===== config.mk =====
export PLATFORM = sky130hd
export DESIGN_NAME = dac_ctrl
export DESIGN_NICKNAME = d
export VERILOG_FILES = /design/src/rtl/dac_pkg.sv /design/src/rtl/dac_ctrl.sv /design/src/rtl/code_corrector.sv
export VERILOG_INCLUDE_DIRS = /design/src /design/src/rtl
export SDC_FILE = /design/constraint.sdc
export NUM_CORES = 2
export LEC_CHECK = 0
export BUFFER_PORTS_ARGS = -buffer_cell sky130_fd_sc_hd__buf_2
export CORE_MARGIN = 2
export CORE_UTILIZATION = 45
export DETAILED_ROUTE_END_ITERATION = 6
export PLACE_DENSITY_LB_ADDON = 0.25
export SKIP_LAST_GASP = 1
export SYNTH_ARGS = -nofsm -noshare
export SYNTH_HDL_FRONTEND = slang
export SYNTH_SLANG_ARGS = --single-unit

===== constraint.sdc =====
create_clock -name i_clk_sys -period 12.3 [get_ports i_clk_sys]
set_input_delay 0 -clock i_clk_sys [delete_from_list [all_inputs] [get_ports i_clk_sys]]
set_output_delay 0 -clock i_clk_sys [all_outputs]
set_load 0.05 [all_outputs]

===== src/rtl/dac_map.svh =====
// Register map, field positions and reset values of the converter control block.
`ifndef DAC_MAP_SVH
`define DAC_MAP_SVH

// Frame layout of the serial word.
`define FRAME_BITS    5'h18
`define FRAME_RW_BIT  23
`define SEL_HI        20
`define SEL_LO        16
`define WORD_HI       15

// Register select values.
`define SEL_CONFIG    5'h00
`define SEL_SERIAL    5'h03
`define SEL_BCAST     5'h07
`define GRP_DATA      2'h1
`define GRP_ZERO      2'h2
`define GRP_GAIN      2'h3

// Field positions.
`define CODE_HI       15
`define CODE_LO       2
`define PASS_BIT      15
`define CEE_BIT       8
`define CSW_BIT       4

// Reset values and fixed constants.
`define DATA_RST      14'h0000
`define ZERO_RST      14'h0000
`define GAIN_RST      14'h2000
`define GAIN_UNITY    15'h2000
`define WORD_ZERO     16'h0000
`define FALL_LIMIT    2'h1
`define FALL_SAT      2'h2

`endif


===== src/rtl/dac_pkg.sv =====
// Types shared by the converter control block.
`default_nettype none
package dac_pkg;

  typedef enum logic [1:0] {
    FR_IDLE   = 2'b00,
    FR_SHIFT  = 2'b01,
    FR_BYPASS = 2'b10
  } frame_state_t;

  typedef logic [13:0] code_t;

endpackage

`default_nettype wire


===== src/rtl/dac_ctrl.sv =====
// Serial register logic of the eight-channel converter.
`timescale 1ns/1ps
`default_nettype none
`include "dac_map.svh"

module dac_ctrl #(
  parameter int CHANNELS = 8,
  parameter int CODE_W   = 14
) (
  input  wire logic                       i_clk_sys,
  input  wire logic                       i_rstn,
  input  wire logic                       i_ce,
  input  wire logic                       i_sclk,
  input  wire logic                       i_cs_n,
  input  wire logic                       i_sdi,
  input  wire logic                       i_wake_pin_n,
  input  wire logic                       i_load_n,
  output logic                            o_sdo,
  output logic                            o_sdo_oe,
  output logic                            o_pass_through,
  output logic [CHANNELS*CODE_W-1:0]      o_latch_code
);

  // ==========================================================
  // Pin synchronisers
  // ==========================================================

  logic [4:0] sync_a;
  logic [4:0] sync_b;
  logic       sclk_d;
  logic       cs_d;
  logic       load_d;

  logic sclk_s;
  logic cs_s;
  logic sdi_s;
  logic wake_s;
  logic load_s;

  // Two flops on every pin before any logic looks at it.
  always_ff @(posedge i_clk_sys) begin
    if (!i_rstn) begin
      sync_a <= 5'h1E;
      sync_b <= 5'h1E;
    end else if (i_ce) begin
      sync_a <= {i_load_n, i_wake_pin_n, i_sdi, i_cs_n, i_sclk};
      sync_b <= sync_a;
    end
  end

  assign sclk_s = sync_b[0];
  assign cs_s   = sync_b[1];
  assign sdi_s  = sync_b[2];
  assign wake_s = sync_b[3];
  assign load_s = sync_b[4];

  // Delayed copies for edge detection.
  always_ff @(posedge i_clk_sys) begin
    if (!i_rstn) begin
      sclk_d <= 1'b0;
      cs_d   <= 1'b1;
      load_d <= 1'b1;
    end else if (i_ce) begin
      sclk_d <= sclk_s;
      cs_d   <= cs_s;
      load_d <= load_s;
    end
  end

  logic sclk_rise;
  logic sclk_fall;
  logic cs_fall;
  logic cs_rise;
  logic load_fall;

  assign sclk_rise = sclk_s & ~sclk_d & ~cs_s;
  assign sclk_fall = ~sclk_s & sclk_d & ~cs_s;
  assign cs_fall   = ~cs_s & cs_d;
  assign cs_rise   = cs_s & ~cs_d;
  assign load_fall = ~load_s & load_d;

  // ==========================================================
  // Control registers
  // ==========================================================

  logic pass_through;
  logic correction_engine_enable;
  logic cs_wake_enable;

  dac_pkg::code_t channel_code   [CHANNELS];
  dac_pkg::code_t zero_trim_code [CHANNELS];
  dac_pkg::code_t gain_trim_code [CHANNELS];
  dac_pkg::code_t latch_code     [CHANNELS];
  dac_pkg::code_t corrected      [CHANNELS];

  // ==========================================================
  // Frame engine
  // ==========================================================

  dac_pkg::frame_state_t state;

  logic [4:0]  bit_cnt;
  logic [1:0]  fall_cnt;
  logic [23:0] shift_in;
  logic [23:0] shift_out;
  logic [15:0] rd_word;
  logic [15:0] next_rd_word;

  logic        commit;
  logic        wr_en;
  logic        rd_en;
  logic [4:0]  register_select;
  logic [15:0] wr_word;

  // A full frame that ends in normal mode is executed.
  assign commit = cs_rise && (state == dac_pkg::FR_SHIFT) &&
                  (bit_cnt == `FRAME_BITS);
  assign wr_en  = commit && !shift_in[`FRAME_RW_BIT];
  assign rd_en  = commit && shift_in[`FRAME_RW_BIT];
  assign register_select = shift_in[`SEL_HI:`SEL_LO];
  assign wr_word = shift_in[`WORD_HI:0];

  // Frame state follows chip select and the pass-through flag.
  always_ff @(posedge i_clk_sys) begin
    if (!i_rstn) begin
      state <= dac_pkg::FR_IDLE;
    end else if (i_ce) begin
      case (state)
        dac_pkg::FR_IDLE: begin
          if (cs_fall) begin
            state <= pass_through ? dac_pkg::FR_BYPASS
                                  : dac_pkg::FR_SHIFT;
          end
        end
        dac_pkg::FR_SHIFT: begin
          if (cs_rise) begin
            state <= dac_pkg::FR_IDLE;
          end
        end
        dac_pkg::FR_BYPASS: begin
          if (cs_rise) begin
            state <= dac_pkg::FR_IDLE;
          end
        end
        default: begin
          state <= dac_pkg::FR_IDLE;
        end
      endcase
    end
  end

  // Input shift register runs only in normal mode.
  always_ff @(posedge i_clk_sys) begin
    if (!i_rstn) begin
      shift_in <= 24'h000000;
      bit_cnt  <= 5'h00;
    end else if (i_ce) begin
      if (cs_fall) begin
        bit_cnt <= 5'h00;
      end else if (sclk_rise && state == dac_pkg::FR_SHIFT) begin
        shift_in <= {shift_in[22:0], sdi_s};
        if (bit_cnt != 5'h1F) begin
          bit_cnt <= bit_cnt + 5'h01;
        end
      end
    end
  end

  // Falling clock edges per frame, saturating at two.
  always_ff @(posedge i_clk_sys) begin
    if (!i_rstn) begin
      fall_cnt <= 2'h0;
    end else if (i_ce) begin
      if (cs_fall) begin
        fall_cnt <= 2'h0;
      end else if (sclk_fall && fall_cnt != `FALL_SAT) begin
        fall_cnt <= fall_cnt + 2'h1;
      end
    end
  end

  // Output shift register carries the word fetched by the last read.
  always_ff @(posedge i_clk_sys) begin
    if (!i_rstn) begin
      shift_out <= 24'h000000;
    end else if (i_ce) begin
      if (cs_fall) begin
        shift_out <= {8'h00, rd_word};
      end else if (sclk_fall && state == dac_pkg::FR_SHIFT) begin
        shift_out <= {shift_out[22:0], 1'b0};
      end
    end
  end

  // Serial output: shifted data, or the input itself when bypassed.
  always_ff @(posedge i_clk_sys) begin
    if (!i_rstn) begin
      o_sdo    <= 1'b0;
      o_sdo_oe <= 1'b0;
    end else if (i_ce) begin
      o_sdo_oe <= ~cs_s;
      if (state == dac_pkg::FR_BYPASS) begin
        o_sdo <= sdi_s;
      end else begin
        o_sdo <= shift_out[23];
      end
    end
  end

  // ==========================================================
  // Register writes
  // ==========================================================

  // Pass-through flag with its two ways out.
  always_ff @(posedge i_clk_sys) begin
    if (!i_rstn) begin
      pass_through <= 1'b0;
    end else if (i_ce) begin
      if (!wake_s) begin
        pass_through <= 1'b0;
      end else if (wr_en && register_select == `SEL_SERIAL) begin
        pass_through <= wr_word[`PASS_BIT];
      end else if (cs_rise && state == dac_pkg::FR_BYPASS &&
                   cs_wake_enable && fall_cnt <= `FALL_LIMIT) begin
        pass_through <= 1'b0;
      end
    end
  end

  // Configuration bits for correction and chip-select wake.
  always_ff @(posedge i_clk_sys) begin
    if (!i_rstn) begin
      correction_engine_enable <= 1'b0;
      cs_wake_enable           <= 1'b0;
    end else if (i_ce) begin
      if (wr_en && register_select == `SEL_CONFIG) begin
        correction_engine_enable <= wr_word[`CEE_BIT];
        cs_wake_enable           <= wr_word[`CSW_BIT];
      end
    end
  end

  // Channel data, zero and gain registers.
  always_ff @(posedge i_clk_sys) begin
    if (!i_rstn) begin
      for (int i = 0; i < CHANNELS; i++) begin
        channel_code[i]   <= `DATA_RST;
        zero_trim_code[i] <= `ZERO_RST;
        gain_trim_code[i] <= `GAIN_RST;
      end
    end else if (i_ce && wr_en) begin
      if (register_select == `SEL_BCAST) begin
        if (!correction_engine_enable) begin
          for (int i = 0; i < CHANNELS; i++) begin
            channel_code[i] <= wr_word[`CODE_HI:`CODE_LO];
          end
        end
      end else if (register_select[4:3] == `GRP_DATA) begin
        channel_code[register_select[2:0]] <= wr_word[`CODE_HI:`CODE_LO];
      end else if (register_select[4:3] == `GRP_ZERO) begin
        zero_trim_code[register_select[2:0]] <= wr_word[`CODE_HI:`CODE_LO];
      end else if (register_select[4:3] == `GRP_GAIN) begin
        gain_trim_code[register_select[2:0]] <= wr_word[`CODE_HI:`CODE_LO];
      end
    end
  end

  // ==========================================================
  // Register reads
  // ==========================================================

  // Read value for the selected register; unmapped reads zero.
  always_comb begin
    next_rd_word = `WORD_ZERO;
    if (register_select == `SEL_CONFIG) begin
      next_rd_word[`CEE_BIT] = correction_engine_enable;
      next_rd_word[`CSW_BIT] = cs_wake_enable;
    end else if (register_select == `SEL_SERIAL) begin
      next_rd_word[`PASS_BIT] = pass_through;
    end else if (register_select == `SEL_BCAST) begin
      next_rd_word = `WORD_ZERO;
    end else if (register_select[4:3] == `GRP_DATA) begin
      next_rd_word[`CODE_HI:`CODE_LO] = channel_code[register_select[2:0]];
    end else if (register_select[4:3] == `GRP_ZERO) begin
      next_rd_word[`CODE_HI:`CODE_LO] = zero_trim_code[register_select[2:0]];
    end else if (register_select[4:3] == `GRP_GAIN) begin
      next_rd_word[`CODE_HI:`CODE_LO] = gain_trim_code[register_select[2:0]];
    end
  end

  // The fetched word waits for the next frame.
  always_ff @(posedge i_clk_sys) begin
    if (!i_rstn) begin
      rd_word <= `WORD_ZERO;
    end else if (i_ce && rd_en) begin
      rd_word <= next_rd_word;
    end
  end

  // ==========================================================
  // Correction and output latches
  // ==========================================================

  // One corrector per channel; bypassed while correction is off.
  for (genvar g = 0; g < CHANNELS; g++) begin : g_corr
    code_corrector u_corr (
      .i_code   (channel_code[g]),
      .i_gain   (gain_trim_code[g]),
      .i_zero   (zero_trim_code[g]),
      .i_enable (correction_engine_enable),
      .o_code   (corrected[g])
    );
  end

  // Load pin falling edge moves every channel into its latch.
  always_ff @(posedge i_clk_sys) begin
    if (!i_rstn) begin
      for (int i = 0; i < CHANNELS; i++) begin
        latch_code[i] <= `DATA_RST;
      end
    end else if (i_ce && load_fall) begin
      for (int i = 0; i < CHANNELS; i++) begin
        latch_code[i] <= corrected[i];
      end
    end
  end

  // Flatten latches onto the output port, channel 0 lowest.
  always_ff @(posedge i_clk_sys) begin
    if (!i_rstn) begin
      o_latch_code   <= '0;
      o_pass_through <= 1'b0;
    end else if (i_ce) begin
      o_pass_through <= pass_through;
      for (int i = 0; i < CHANNELS; i++) begin
        o_latch_code[i*CODE_W +: CODE_W] <= latch_code[i];
      end
    end
  end

endmodule // dac_ctrl

`default_nettype wire


===== src/rtl/code_corrector.sv =====
// One channel of gain and zero correction with saturation.
`timescale 1ns/1ps
`default_nettype none
`include "dac_map.svh"

module code_corrector (
  input  wire logic [13:0] i_code,
  input  wire logic [13:0] i_gain,
  input  wire logic [13:0] i_zero,
  input  wire logic        i_enable,
  output logic      [13:0] o_code
);

  logic [14:0] coef;
  logic [28:0] prod;
  logic [16:0] sum;

  // Coefficient is one half plus gain code over 2^14.
  assign coef = {1'b0, i_gain} + `GAIN_UNITY;
  assign prod = i_code * coef;
  assign sum  = {2'b00, prod[28:14]} + {{3{i_zero[13]}}, i_zero};

  // Saturate to the unsigned 14-bit code range.
  always_comb begin
    if (!i_enable) begin
      o_code = i_code;
    end else if (sum[16]) begin
      o_code = 14'h0000;
    end else if (sum[15:14] != 2'b00) begin
      o_code = 14'h3FFF;
    end else begin
      o_code = sum[13:0];
    end
  end

endmodule // code_corrector

`default_nettype wire


==> flow_summary_export.csv <==
group,metric,value,unit
clock_network,post_cts_buffers,0,
synth,synth_fa_ha_area_frac,0.4044,
global_route,grt_pass1_vias,65657,
placed_design,routabilityCongestion,0.9599,
setup_path,critPathRequiredTime,12.86,ns
timing,hold_violations,0,
timing,slew_viol_final,0,
floorplanning,row_count,160,
synth,seq_area_frac_synth,0.2029,
floorplanning,die_area,0.1954,mm²
timing,tightest_slew,1.315,ns
synth,synth.area.mux_share,0.04839,
timing,timing.slew.headroom,0.1175,
synth,synth_top_area_share,0.2838,
timing,period_share,0.7958,
setup_path,worstSetupStartpointType,"register",
synth,yosysUniqueCellTypes,82,
timing,rsz0062_at_grt,"no",
global_route,overflow,0,
synth,synth_edf_count,448,
synth,synth-main-ff-cell,"edfxtp_1",
cells_and_area,multi_input_area,0.06179,mm²
synth,yosys-top-cells-area,"fa_1, edfxtp_1, ha_1, and2_1, inv_1",
cells_and_area,regArea,0.01753,mm²
synth,syn_inst,8887,
synth,synth_area,0.08634,mm²
setup_path,worstReg2RegStart,"channel_code[4][2]",
cells_and_area,area_growth,6.691,%
cells_and_area,final_nets,10862,
detailed_routing,drt-wirelength-per-cell,23.07,µm
global_route,grt_usage,0.2718,
setup_path,cp_slowest_cell,"a21oi_1",
status,status,"completed",
clock_network,clockRootBuffer,"clkbuf_16",
cells_and_area,design_area,0.09212,mm²
placed_design,numPortBuffers,122,
floorplanning,fp.dieW,442.0,µm
synth,synthArstFlopShare,0,
placed_design,placed_area,0.08939,mm²
synth,yosys.area.top_type,"fa_1",
clock_network,cts_buffer_depth,3,
setup_path,crit_end,"latch_code[4][13]",
setup_path,reg2reg_to,"latch_code[4][13]",
synth,synth_top_family_by_area,"adder cells",
synth,synth.ff_latch_count,651,
setup_path,cp-startpoint,"channel_code[4][2]",
placed_design,dp_hpwl,199800,µm
detailed_routing,drt-vias-per-instance,5.594,
floorplanning,coreArea,0.1904,mm²
floorplanning,initial_core_util,0.4535,
clock_network,ctsHtreeMaxLevel,3,
global_route,grt_pass1_wl,405000,µm
timing,finalCriticalPeriod,9.788,ns
clock_network,cts_tree,"done",
detailed_routing,drtPass1Iterations,5,
setup_path,rrSetupSlack,2.51,ns
detailed_routing,drc,0,
timing,setup_viol_count_final,0,
setup_path,max_stage_delay,0.86,ns
hold_path,hold_class,"in2reg",
synth,synthSimpleGateAreaFrac,0.1656,
cells_and_area,utilization,0.4839,
detailed_routing,drt_iter0_drc,5747,
timing,finClkSkew,0.04912,ns
synth,synth_compound_area_frac,0.07340,
detailed_routing,num_vias,63672,
clock_network,insertion_delay,0.75,ns
detailed_routing,wl,262600,µm
clock_network,cts_sinks,651,
setup_path,path_class,"reg2reg",
timing,setup_ws,2.512,ns
setup_path,critPathCaptureType,"register",
setup_path,reg2reg_depth,31,
global_route,antenna_found_initial,23,
global_route,grt_max_degree,163,
cells_and_area,drive_gt1_frac,0.06125,
floorplanning,io_pins,123,
timing,setup_tns,0,ns
detailed_routing,drtAntennaViolNets,0,
clock_network,cts_buffers,81,
floorplanning,die_y,442.0,µm
timing,fmax,0.1022,GHz
flow_run,cap_violations,0,
setup_path,cp_max_fo,17,
clock_network,clk_pin_slew_worst_paths,0.06,ns
setup_path,worstPathArrival,10.35,ns
cells_and_area,num-fill-cells,17736,
synth,synth-xor-area-share,0.02211,
placed_design,pre_cts_ws,2.615,ns
synth,syn_area_per_cell,9.716,µm²
synth,yosysWarningCount,0,
==> worst min-delay path by stage <==
stage,from,end,slack [ns],cells after the start
final,i_ce,state[1],0.36,4
after floorplan,i_cs_n,sync_a[1],0.13,2
after global placement,i_sdi,sync_a[2],0.22,3
after detailed placement,i_sdi,sync_a[2],0.22,3
after CTS,i_ce,state[1],0.32,4
after global routing,i_ce,state[1],0.37,4
==> stage by stage <==
stage | instances | hold slack, ns
after CTS | 11377 | 0.3160
after global routing | 11378 | 0.3724
after detailed placement | 11211 | 0.2249
after global placement | 11211 | 0.2180
final | 11382 | 0.3583
after floorplan | 8917 | 0.1284
==> sequential cells by signal (all words and copies together), names as in the netlist, 2 cells and up, named ones only <==
name and count:
channel_code 112, gain_trim_code 112, latch_code 112, o_latch_code 112, zero_trim_code 112, shift_in 24, shift_out 22, rd_word 14
bit_cnt 5, sync_a 5, sync_b 5, fall_cnt 2, state 2
==> worst max-delay path, delay by kind of cell, from the launching register on <==
family	cells	cell delay, ns
flip-flops	1	0.81
buffers and inverters	6	0.30
XOR/XNOR	1	0.14
AO/OA/AOI/OAI	8	2.65
AND/OR/NAND/NOR	8	2.09
adder cells (fa/ha/maj)	8	3.61
==> layout make-up <==
cell class / instances / share of cell area
Multi-Input combinational cell: 6362 / 0.6708
Sequential cell: 651 / 0.1903
Inverter: 1455 / 0.05930
Tap cell: 2511 / 0.03411
Clock buffer: 100 / 0.02332
Timing Repair Buffer: 247 / 0.01756
Clock inverter: 51 / 0.004509
Antenna cell: 5 / 0.0001358
==> what timing repair did <==
action                                  in CTS  in global routing
resized for setup                            0                  0
endpoints found under the setup margin       0                  0
hold buffers                                15                  0
endpoints found under the hold margin       76                  0
==> cells by family (layout without fill, tap and decap cells) <==
kind of cell | after synthesis | in the layout
AND/OR/NAND/NOR | 2789 | 2789
adder cells (fa/ha/maj) | 2056 | 2056
other | 2 | 37
buffers and inverters | 1904 | 1853
AO/OA/AOI/OAI | 963 | 963
XOR/XNOR | 218 | 218
flip-flops | 651 | 651
multiplexers | 304 | 304
==> layout by cell type (no fill, tap or decap), types with 16 or more instances in the layout <==
master	synthesis	layout
o21ai_0	184	159
o211a_1	16	16
mux2i_1	162	162
clkbuf_16	0	81
conb_1	2	32
fa_1	1224	1224
buf_2	14	120
and2_1	1004	1004
or3_1	31	30
nand2b_1	120	120
nor2b_1	189	188
a221oi_1	28	28
a221o_1	27	27
a22oi_1	29	29
a21boi_0	38	38
o21ai_1	4	28
a21oi_1	269	269
a211oi_1	43	43
xor2_1	72	72
xnor2_1	146	146
inv_1	1455	1454
buf_4	0	109
mux4_2	85	85
nor2_1	168	166
a31oi_1	33	33
nand2_1	1053	1053
edfxtp_1	448	448
o21bai_1	31	31
nand3_1	53	53
ha_1	832	832
o21a_1	42	42
nand4_1	25	25
mux2_2	57	57
o211ai_1	18	18
nor3_1	65	65
dfxtp_1	203	196
and3_1	24	24
a21o_1	82	82
==> cells in the mapped netlist, drive strengths merged, types with 42 or more instances <==
master and count:
a211oi 43, a21o 82, a21oi 271, and2 1005, clkbuf 417, dfxtp 203
edfxtp 448, fa 1224, ha 832, inv 1455, mux2 57, mux2i 162
mux4 85, nand2 1063, nand2b 120, nand3 53, nor2 168, nor2b 189
nor3 65, o21a 42, o21ai 188, xnor2 146, xor2 72
==> layer usage <==
metal	vias to the layer above	track usage	routed length, µm
li1	28230	-	-
met4	20	0.1168	12590
met2	2732	0.4166	115400
met5	-	0	146
met3	521	0.05539	25300
met1	32169	0.3736	109100
Power is not shown: default switching activity piles up to over one toggle a cycle in this logic, so the estimate is an artifact.
